### src/hw/sie_ctl_pkg.sv
/*
 package for the serial interface engine status, control and address block:
 register offsets, field positions, reset values and carrier structs.
 assumes an apb master with 32-bit data; registers sit in the low byte.
*/
// Summary of operation
// (RULE_01) four-deep status queue read through one window
// (RULE_02) completed descriptor status recorded and appended
// (RULE_03) clearing token done pops one entry
// (RULE_04) token done reasserts at once if more queued
// (RULE_05) endpoint number in upper status bits
// (RULE_06) status bit 3 marks transmit
// (RULE_07) status bit 2 marks odd bank
// (RULE_08) control bit 7 live j state, speed-dependent
// (RULE_09) control bit 6 live single-ended zero
// (RULE_10) host: bit 5 busy while token runs
// (RULE_11) target: setup token sets bit 5, halts
// (RULE_12) host: bit 4 drives bus reset signalling
// (RULE_13) control bit 3 selects host mode
// (RULE_14) control bit 2 drives resume signalling
// (RULE_15) host resume end followed by low-speed eop
// (RULE_16) writing bit 1 forces even banks
// (RULE_17) bit 0 enables module, resets bank selectors
// (RULE_18) host: enable clear stops start-of-frame tokens
// (RULE_19) address bits 6-0 decoded or sent
// (RULE_20) address cleared on reset and bus reset
// (RULE_21) address bit 7 requests low-speed with preamble
// (RULE_22) software keeps enable set for addressing
// (RULE_23) software programs address before token command
// (RULE_24) reserved status bits read zero
`default_nettype none

package sie_ctl_pkg;
   localparam logic [11:0] stat_offset = 12'h000;
   localparam logic [11:0] ctl_offset = 12'h004;
   localparam logic [11:0] addr_offset = 12'h008;
   localparam logic [11:0] int_offset = 12'h00c;

   localparam int ctl_live_j_state_bit = 7;
   localparam int ctl_se0_bit = 6;
   localparam int ctl_busy_bit = 5;
   localparam int ctl_reset_bit = 4;
   localparam int ctl_host_bit = 3;
   localparam int ctl_resume_bit = 2;
   localparam int ctl_odd_rst_bit = 1;
   localparam int ctl_enable_bit = 0;

   localparam int addr_ls_bit = 7;
   localparam int int_token_done_bit = 0;

   localparam logic [7:0] ctl_reset_value = 8'h00;
   localparam logic [7:0] addr_reset_value = 8'h00;
   localparam logic [1:0] stat_reserved = 2'h0;

   localparam int queue_depth = 4;

   // one completed transaction as reported by the engine
   typedef struct packed {
      logic [3:0] endpoint_number_field;
      logic tx;
      logic odd;
   } xact_status_s;

   // line and engine state seen by this block
   typedef struct packed {
      logic live_j_state;
      logic se0;
      logic setup_token_seen;
      logic token_started;
      logic token_finished;
      logic bus_reset_decoded;
   } line_status_s;

   // controls driven to the engine
   typedef struct packed {
      logic host_mode;
      logic drive_bus_reset;
      logic drive_resume;
      logic ls_eop_pulse;
      logic force_even_banks;
      logic module_enable;
      logic sof_enable;
      logic suspend_or_busy_bit;
      logic low_speed_select;
      logic [6:0] device_address;
   } engine_ctl_s;

   function automatic logic [7:0] pack_status(input xact_status_s s);
      return {s.endpoint_number_field, s.tx, s.odd, stat_reserved};
   endfunction
endpackage

`default_nettype wire

### src/hw/sie_status_control.sv
/*
 status queue, control and address registers of a usb serial interface engine.
 assumes the engine reports each finished descriptor by a one-cycle pulse and
 live line levels synchronous to clk_in; software on apb.
*/
// The APB interface to the registers and the placing of the registers were decided locally.
`default_nettype none

module sie_status_control #(
   parameter int depth = sie_ctl_pkg::queue_depth
) (
   input wire logic clk_in,
   input wire logic rst_in,
   input wire logic psel_in,
   input wire logic penable_in,
   input wire logic pwrite_in,
   input wire logic [11:0] paddr_in,
   input wire logic [31:0] pwdata_in,
   input wire logic [3:0] pstrb_in,
   output logic [31:0] prdata_out,
   output logic pready_out,
   output logic pslverr_out,
   input wire logic xact_done_in,
   input wire sie_ctl_pkg::xact_status_s xact_status_in,
   input wire sie_ctl_pkg::line_status_s line_in,
   output sie_ctl_pkg::engine_ctl_s engine_out,
   output logic token_done_flag_out,
   output logic queue_overflow_out
);
   localparam int pw = $clog2(depth);

   sie_ctl_pkg::xact_status_s queue [depth];
   logic [pw-1:0] rd_ptr;
   logic [pw-1:0] wr_ptr;
   logic [pw:0] count;
   logic token_done_flag;
   logic [7:0] ctl;
   logic [7:0] addr;
   logic busy;
   logic resume_d;

   logic setup;
   logic wr_acc;
   logic rd_acc;
   logic pop;
   logic push;
   logic wr_ctl;
   logic wr_addr;
   logic wr_int;
   logic known;

   function automatic logic hit(input logic [11:0] a, input logic [11:0] off);
      return a == off;
   endfunction

   assign setup = psel_in && !penable_in;
   assign wr_acc = setup && pwrite_in && pstrb_in[0];
   assign rd_acc = setup && !pwrite_in;
   assign wr_ctl = wr_acc && hit(paddr_in, sie_ctl_pkg::ctl_offset);
   assign wr_addr = wr_acc && hit(paddr_in, sie_ctl_pkg::addr_offset);
   assign wr_int = wr_acc && hit(paddr_in, sie_ctl_pkg::int_offset);
   assign known = hit(paddr_in, sie_ctl_pkg::stat_offset) ||
                  hit(paddr_in, sie_ctl_pkg::ctl_offset) ||
                  hit(paddr_in, sie_ctl_pkg::addr_offset) ||
                  hit(paddr_in, sie_ctl_pkg::int_offset);

   // write-one-to-clear of token done consumes the window entry
   assign pop = wr_int && pwdata_in[sie_ctl_pkg::int_token_done_bit]
                && token_done_flag; // RULE_03
   // a full queue drops the new status and flags overflow unless a pop frees an entry in the same cycle
   assign push = xact_done_in && (count != (pw+1)'(depth) || pop); // RULE_02

   // apb: one-cycle answer, prepared during setup
   always_ff @(posedge clk_in) begin
      if (rst_in) begin
         pready_out <= 1'b0;
         pslverr_out <= 1'b0;
      end else begin
         pready_out <= setup;
         pslverr_out <= setup && !known;
      end
   end

   always_ff @(posedge clk_in) begin
      if (rst_in) begin
         prdata_out <= 32'h0000_0000;
      end else if (rd_acc) begin
         unique case (1'b1)
            hit(paddr_in, sie_ctl_pkg::stat_offset):
               prdata_out <= {24'h00_0000, count != '0 ?
                  sie_ctl_pkg::pack_status(queue[rd_ptr]) : 8'h00}; // RULE_01 RULE_24
            hit(paddr_in, sie_ctl_pkg::ctl_offset):
               prdata_out <= {24'h00_0000, ctl};
            hit(paddr_in, sie_ctl_pkg::addr_offset):
               prdata_out <= {24'h00_0000, addr};
            hit(paddr_in, sie_ctl_pkg::int_offset):
               prdata_out <= {31'h0000_0000, token_done_flag};
            default:
               prdata_out <= 32'h0000_0000;
         endcase
      end else begin
         prdata_out <= 32'h0000_0000;
      end
   end

   // status queue storage
   always_ff @(posedge clk_in) begin
      if (push) begin
         queue[wr_ptr] <= xact_status_in; // RULE_05 RULE_06 RULE_07
      end
   end

   always_ff @(posedge clk_in) begin
      if (rst_in || !ctl[sie_ctl_pkg::ctl_enable_bit]) begin
         rd_ptr <= '0;
         wr_ptr <= '0;
         count <= '0;
      end else begin
         if (push) begin
            wr_ptr <= pw'((wr_ptr + 1'b1) % depth); // RULE_01
         end
         if (pop) begin
            rd_ptr <= pw'((rd_ptr + 1'b1) % depth);
         end
         count <= count + (pw+1)'(push) - (pw+1)'(pop);
      end
   end

   // flag mirrors a non-empty queue: set wins over the clear
   always_ff @(posedge clk_in) begin
      if (rst_in || !ctl[sie_ctl_pkg::ctl_enable_bit]) begin
         token_done_flag <= 1'b0;
      end else begin
         token_done_flag <= push || (count - (pw+1)'(pop)) != '0; // RULE_04
      end
   end

   always_ff @(posedge clk_in) begin
      if (rst_in) begin
         queue_overflow_out <= 1'b0;
      end else begin
         queue_overflow_out <= xact_done_in && !push;
      end
   end

   // busy / suspend bit: hardware set; token end clears in host, software clear in target; set wins
   always_ff @(posedge clk_in) begin
      if (rst_in) begin
         busy <= 1'b0;
      end else if (ctl[sie_ctl_pkg::ctl_host_bit]) begin
         if (line_in.token_started) begin
            busy <= 1'b1; // RULE_10
         end else if (line_in.token_finished) begin
            busy <= 1'b0;
         end
      end else if (line_in.setup_token_seen) begin
         busy <= 1'b1; // RULE_11
      end else if (wr_ctl && !pwdata_in[sie_ctl_pkg::ctl_busy_bit]) begin
         busy <= 1'b0;
      end
   end

   // control register with live line bits
   always_ff @(posedge clk_in) begin
      if (rst_in) begin
         ctl <= sie_ctl_pkg::ctl_reset_value;
      end else begin
         ctl[sie_ctl_pkg::ctl_live_j_state_bit] <= line_in.live_j_state; // RULE_08
         ctl[sie_ctl_pkg::ctl_se0_bit] <= line_in.se0; // RULE_09
         ctl[sie_ctl_pkg::ctl_busy_bit] <= busy;
         ctl[sie_ctl_pkg::ctl_odd_rst_bit] <= 1'b0;
         if (wr_ctl) begin
            ctl[sie_ctl_pkg::ctl_reset_bit] <= pwdata_in[sie_ctl_pkg::ctl_reset_bit];
            ctl[sie_ctl_pkg::ctl_host_bit] <= pwdata_in[sie_ctl_pkg::ctl_host_bit];
            ctl[sie_ctl_pkg::ctl_resume_bit] <= pwdata_in[sie_ctl_pkg::ctl_resume_bit];
            ctl[sie_ctl_pkg::ctl_enable_bit] <= pwdata_in[sie_ctl_pkg::ctl_enable_bit];
         end
      end
   end

   always_ff @(posedge clk_in) begin
      if (rst_in) begin
         addr <= sie_ctl_pkg::addr_reset_value;
      end else if (line_in.bus_reset_decoded) begin
         addr <= sie_ctl_pkg::addr_reset_value; // RULE_20
      end else if (wr_addr) begin
         addr <= pwdata_in[7:0]; // RULE_19 RULE_21
      end
   end

   always_ff @(posedge clk_in) begin
      if (rst_in) begin
         resume_d <= 1'b0;
      end else begin
         resume_d <= ctl[sie_ctl_pkg::ctl_resume_bit];
      end
   end

   // outputs to the engine, all registered
   always_ff @(posedge clk_in) begin
      if (rst_in) begin
         engine_out <= '0;
         token_done_flag_out <= 1'b0;
      end else begin
         token_done_flag_out <= token_done_flag;
         engine_out.host_mode <= ctl[sie_ctl_pkg::ctl_host_bit]; // RULE_13
         engine_out.drive_bus_reset <= ctl[sie_ctl_pkg::ctl_reset_bit]
            && ctl[sie_ctl_pkg::ctl_host_bit]; // RULE_12
         engine_out.drive_resume <= ctl[sie_ctl_pkg::ctl_resume_bit]; // RULE_14
         engine_out.ls_eop_pulse <= resume_d && !ctl[sie_ctl_pkg::ctl_resume_bit]
            && ctl[sie_ctl_pkg::ctl_host_bit]; // RULE_15
         engine_out.force_even_banks <= (wr_ctl &&
            pwdata_in[sie_ctl_pkg::ctl_odd_rst_bit]) || (wr_ctl && // RULE_16
            pwdata_in[sie_ctl_pkg::ctl_enable_bit] &&
            !ctl[sie_ctl_pkg::ctl_enable_bit]); // RULE_17
         engine_out.module_enable <= ctl[sie_ctl_pkg::ctl_enable_bit]; // RULE_17
         engine_out.sof_enable <= ctl[sie_ctl_pkg::ctl_enable_bit]
            && ctl[sie_ctl_pkg::ctl_host_bit]; // RULE_18
         engine_out.suspend_or_busy_bit <= busy;
         engine_out.low_speed_select <= addr[sie_ctl_pkg::addr_ls_bit];
         engine_out.device_address <= addr[6:0];
      end
   end
endmodule // sie_status_control

`default_nettype wire
### config.mk
export PLATFORM = sky130hd
export DESIGN_NAME = sie_status_control
export DESIGN_NICKNAME = d
export VERILOG_FILES = /design/src/hw/sie_ctl_pkg.sv /design/src/hw/sie_status_control.sv
export SDC_FILE = /design/constraint.sdc
export NUM_CORES = 1
export LEC_CHECK = 0
export BUFFER_PORTS_ARGS = -buffer_cell sky130_fd_sc_hd__buf_4
export CORE_MARGIN = 1
export CORE_UTILIZATION = 49
export CTS_BUF_LIST = sky130_fd_sc_hd__clkbuf_8
export CTS_CLUSTER_SIZE = 30
export DETAILED_ROUTE_END_ITERATION = 7
export GPL_TIMING_DRIVEN = 0
export PLACE_DENSITY = 0.8
export RECOVER_POWER = 25
export SYNTH_ARGS = -nofsm -noshare
export SYNTH_HDL_FRONTEND = slang
export SYNTH_SLANG_ARGS = --single-unit
### constraint.sdc
create_clock -name clk_in -period 3.7 [get_ports clk_in]
set_input_delay 0.925 -clock clk_in [delete_from_list [all_inputs] [get_ports clk_in]]
set_output_delay 0.925 -clock clk_in [all_outputs]
set_load 0.02 [all_outputs]
# Word-level counts from Yosys, hierarchy flattened
# Memory sizes are Yosys's and may differ from the RTL's. A register that Yosys moved wholly into a read port is not among the register bits.
# Index checks and enable logic that the tools add are counted.
[word_totals] ff_bits=77 ram_bits=24 n_memories=1 word_cells=88 inputBits=66 out_inout_bits=52
[mem_list] memory="queue" depth=4 width=6 read_ports=1 rd_clocked_by_memory_dff=1 wr=1 line_no="sie_status_control.sv:32" source="sie_ctl_pkg::xact_status_s queue [depth];"
[op_classes] reduce_logical=41 n_eq_ne=5 bitwise_logic=1 mux=11 addsub=5
[op_table] cell="8-bit case mux with 4 select lines" count=1
[op_table] cell="12-bit by 4-bit equality test with 1-bit output (second input constant)" count=2
[op_table] cell="1-bit logical AND" count=20
[op_table] cell="12-bit by 3-bit equality test with 1-bit output (second input constant)" count=1
[op_table] cell="12-bit logical NOT" count=1
[op_table] cell="3-bit nonzero test" count=3
[op_table] cell="8-bit two-way mux" count=1
[op_table] cell="1-bit logical NOT" count=7
[op_table] cell="1-bit logical OR" count=7
[op_table] cell="1-bit two-way mux" count=7
[op_table] cell="3-bit inequality test (second input constant)" count=2
[op_table] cell="3-bit by 1-bit subtractor with 3-bit output" count=2
[op_table] cell="2-bit by 1-bit adder with 2-bit output (second input constant)" count=2
[op_table] cell="2-bit two-way mux" count=2
[op_table] cell="2-bit OR reduction" count=2
[op_table] cell="3-bit by 1-bit adder with 3-bit output" count=1
[op_table] cell="2-bit AND reduction" count=1
[op_table] cell="1-bit inverter" count=1

# Depth between registers and ports, before layout
[depth] ltp_word=11 depth_mapped=12 ltp_nobuf=11

# Worst setup path after synthesis
# No wires, ideal clock.
[synth_timing] path_type="in2reg" start="input paddr_in[7]" end="register count[2]" setup_ns=0.118 n_path_buf=0 t_arrival_ns=2.919 path_stages=11 required_time_ns=3.582 slack_ns=0.662 path_cell_list="nor4_4 > nand4_2 > o22ai_2 > inv_1 > ha_1 > inv_1 > ha_1 > fa_1 > xnor2_1 > xnor2_1 > nor2_1"
[synth_between] elab_chain_cells=8
[synth_rtl] element="start, declared" line_no="sie_status_control.sv:17" source="input wire logic [11:0] paddr_in,"
[synth_rtl] element="12-bit by 4-bit equality test with 1-bit output *" line_no="sie_status_control.sv:53" source="return a == off;"
[synth_rtl] element="1-bit logical AND *" line_no="sie_status_control.sv:61" source="assign wr_int = wr_acc && hit(paddr_in, sie_ctl_pkg::int_offset);"
[synth_rtl] element="1-bit logical AND *" line_no="sie_status_control.sv:68" source="assign pop = wr_int && pwdata_in[sie_ctl_pkg::int_token_done_bit]"
[synth_rtl] element="1-bit logical AND *" line_no="sie_status_control.sv:69" source="&& token_done_flag;"
[synth_rtl] element="1-bit logical OR" line_no="sie_status_control.sv:71" source="assign push = xact_done_in && (count != (pw+1)'(depth) || pop);"
[synth_rtl] element="1-bit logical AND" line_no="sie_status_control.sv:71"
[synth_rtl] element="3-bit by 1-bit adder with 3-bit output" line_no="sie_status_control.sv:125" source="count <= count + (pw+1)'(push) - (pw+1)'(pop);"
[synth_rtl] element="3-bit by 1-bit subtractor with 3-bit output *" line_no="sie_status_control.sv:125"
[synth_rtl] element="end signal, assigned" line_no="sie_status_control.sv:125"
[synth_rtl] element="end, declared" line_no="sie_status_control.sv:35" source="logic [pw:0] count;"
# Mark *: on every way between the ends. The rest lies on a longest branch, timed or not.
# A chain may end at the register's enable or synchronous reset.

# Final worst setup path
# Ends and elaborated chain as after synthesis.

==> metrics <==
crit path time final 3.13 ns; final-report hold violation count 0; class of the worst hold path flop to flop; Pleak 1.64 nW; Die Area around 6800 sq um; Setup CP Type input pin to flop; htree depth 3; Root Buffer clkbuf_8; status complete, no violations; Reg power frac 51.0%; Slew HR about half; share of layout cells above drive strength 1 30.5%; Total Power 0.00172 W; row count 28; Initial Utilization 52.1%; CP Max Fanout 8; Final Max Slew Viols 0; Pint 0.00132 W; via/cell ratio around 5.0; mapped cell area between 3000 and 4000 sq um; RR Endpoint count[2]; drt pass-1 iters 4; P_sw approximately 0.00040 W; Core ar. between 6000 and 7000 sq um; cells on worst reg2reg path 11; crit end category flop; fraction of power spent switching nets a little under a quarter; clock share of power 42.0%; Avg Inst Size Synth 11.3 sq um; largest cells by area after synthesis dfxtp_1 34%, edfxtp_1 23%, buf_4 6.2%, mux4_2 4.3%, a21oi_1 3.5%; port buffer count 65; drt total wl 6740 microns; Worst-path clk slew 0.08 ns; total CTS buffers 9; vias in the first global route 2135; Comb power frac 7.0%; hold-critical path depth 2; ys async rst share 0%; Worst EP arrival ~3.4 ns; setup repair bufs after CTS 0; CTS tree done; Main synth FF type dfxtp_1; die width 82.3 microns; Mapped Cells 280; initial antenna violation count 0; clock latency on the worst-skew pair 0.35 ns; R2R setup slack about 1.2 ns; DR DRC count 0; global-route wire length before repair 10400 microns; Hold Startpoint addr[1]; Tot GR Track Use roughly 22%; fin nets 453; Final ANT Viol Nets 0; ANT cells 0; # IOs 118; CTS Sinks 77; PD cells 427 nW/um^2; Syn-to-layout area delta 27.6%; EDFF count, synth 24; period utilization between 80 and 90%; share of the synthesized area in the top cell type 33.6%; die height 82.3 microns; RSZ-0062 raised after global routing false; CP required roughly 4 ns; Fin Clk Skew 0.00603 ns; area leader, netlist dfxtp_1; post-DP HPWL just over 5000 microns; Critical-path top delay cell fa_1; Max-Cap Viols 0; Iter 0 DRT Violations 106; Max Clock Freq between 300 and 400 MHz; Synth Register Bits 77; routed vias 2306; Worst-Margin Slew about 0.72 ns; Hold-fix buffers, CTS 0; CTS Buffer Depth 2; RePlAce Congestion 0.829; Setup TNS Final 0 ns; Yosys cell types 44; CP max stage delay 0.38 ns; final setup violation count 0; largest net degree at the start of global routing 16; Hold Path End prdata_out[1]; register area share after synthesis 56.4%; drt wl/cell 14.7 microns; post-CTS sizing 0; crit path cell chain buf_4 > nor4_4 > nand4_2 > o22ai_2 > inv_1 > ha_1 > inv_1 > ha_1 > fa_1 > xnor2_1 > xnor2_1 > nor2_1; Congestion Overflow GR 0; Worst VDD drop 0.322 mV; type of origin of the critical path input pin; Yosys warnings 0; Reg-to-Reg Start count[1]; # fillers roughly 460
[sequential cells by signal, summed over array words and instances, names as in the netlist, named ones only]
| register | flops |
|---|---|
| ctl | 7 |
| busy | 1 |
| engine_out | 15 |
| count | 3 |
| prdata_out | 8 |
| pslverr_out | 1 |
| wr_ptr | 2 |
| pready_out | 1 |
| addr | 8 |
| queue | 24 |
| token_done_flag_out | 1 |
| token_done_flag | 1 |
| rd_ptr | 2 |
| queue_overflow_out | 1 |
[power groups by stage]
stage	sequential, W	combinational, W	clock [W]
after detailed placement	0.000898	0.000122	0
after CTS	0.000878	0.000123	0.000736
after global placement	0.000898	0.000122	0
final	0.000878	0.000120	0.000724
after global routing	0.000879	0.000130	0.000773
after floorplan	0.000898	0.0000691	0
[Yosys cell counts (2+ instances only)]
master,number
a21oi_1,22
a22oi_1,6
and2_1,8
buf_2,3
buf_4,26
clkbuf_1,7
dfxtp_1,53
edfxtp_1,24
ha_1,7
inv_1,12
mux2i_1,2
mux4_2,6
nand2_1,9
nand2b_1,3
nand3_1,19
nand4_1,2
nor2_1,9
nor2b_1,17
nor3_1,2
nor4_1,3
nor4_4,2
o21ai_0,15
xnor2_1,2
[worst max-delay path: cells and delay by family]
| family | cells | cell delay [ns] |
|---|---|---|
| compound gates | 1 | 0.36 |
| xor+xnor | 2 | 0.34 |
| fa+ha+maj | 3 | 0.84 |
| buf+inv | 3 | 0.25 |
| simple gates | 3 | 0.66 |
[layer usage]
metal  vias to the layer above  global-route usage (%)  wire [microns]
li1                       1133                       -               -
met3                        18                    4.18             385
met5                         -                       0               0
met2                        87                    35.1            3400
met1                      1068                    26.4            2760
met4                         0                    13.9             192
[worst max path at each step]
stage	slack, ns	to	cells after the start	startpoint
global route	0.38	count[2]	12	paddr_in[7]
detailed placement	0.25	count[2]	12	paddr_in[7]
global placement	0.29	count[2]	12	paddr_in[7]
floorplan	0.66	count[2]	11	paddr_in[7]
CTS	0.57	count[2]	12	paddr_in[7]
finish	0.57	count[2]	12	paddr_in[7]
[layout make-up]
| class | instances | area (sq um) | share of cell area (%) |
|---|---|---|---|
| clock inverter | 7 | 105 | 2.61 |
| clock buffer | 9 | 124 | 3.07 |
| multi-input combinational | 176 | 1170 | 29.2 |
| sequential | 77 | 1780 | 44.2 |
| buffer | 37 | 240 | 5.96 |
| timing repair buffer | 65 | 462 | 11.5 |
| inverter | 13 | 48.8 | 1.21 |
| tap | 75 | 93.8 | 2.33 |
[cells in the final DEF (no fill, tap or decap), drive strengths merged, types with 3 or more instances in the layout]
| cell | synthesis | routed |
|---|---|---|
| buf | 30 | 88 |
| o21ai | 15 | 15 |
| nand2 | 9 | 9 |
| dfxtp | 53 | 53 |
| ha | 7 | 7 |
| mux4 | 6 | 6 |
| a22oi | 6 | 6 |
| nand2b | 3 | 3 |
| edfxtp | 24 | 24 |
| clkbuf | 7 | 23 |
| nor2 | 9 | 9 |
| nand3 | 19 | 19 |
| nor4 | 5 | 5 |
| and2 | 8 | 8 |
| nor2b | 17 | 17 |
| nand4 | 3 | 3 |
| inv | 12 | 16 |
| conb | 1 | 24 |
| a21oi | 22 | 22 |
[kinds of logic (layout without fill, tap and decap cells)]
| family | count (synthesis) | in the layout | share of synthesized area [%] |
|---|---|---|---|
| other cells | 1 | 24 | 0.119 |
| mux | 8 | 8 | 4.91 |
| flops | 77 | 77 | 56.4 |
| compound gates | 48 | 48 | 8.83 |
| simple gates | 85 | 85 | 16.4 |
| xor+xnor | 3 | 3 | 0.832 |
| buf+inv | 50 | 131 | 9.15 |
| fa+ha+maj | 8 | 8 | 3.41 |
[through the flow]
| step | std cells | hold WS [ns] | setup WS [ns] | util, % | cell area [sq um] |
|---|---|---|---|---|---|
| 4_1_cts | 459 | 0.445 | 0.572 | 66.9 | 4060 |
| 3_3_place_gp | 443 | 0.435 | 0.294 | 63.2 | 3830 |
| 3_5_place_dp | 443 | 0.438 | 0.245 | 63.2 | 3830 |
| 5_1_grt | 459 | 0.465 | 0.376 | 66.5 | 4030 |
| 6_report | 459 | 0.439 | 0.570 | 66.5 | 4030 |
| 2_1_floorplan | 303 | 0.415 | 0.662 | - | 3250 |
Power figures use the tool's default switching activity.
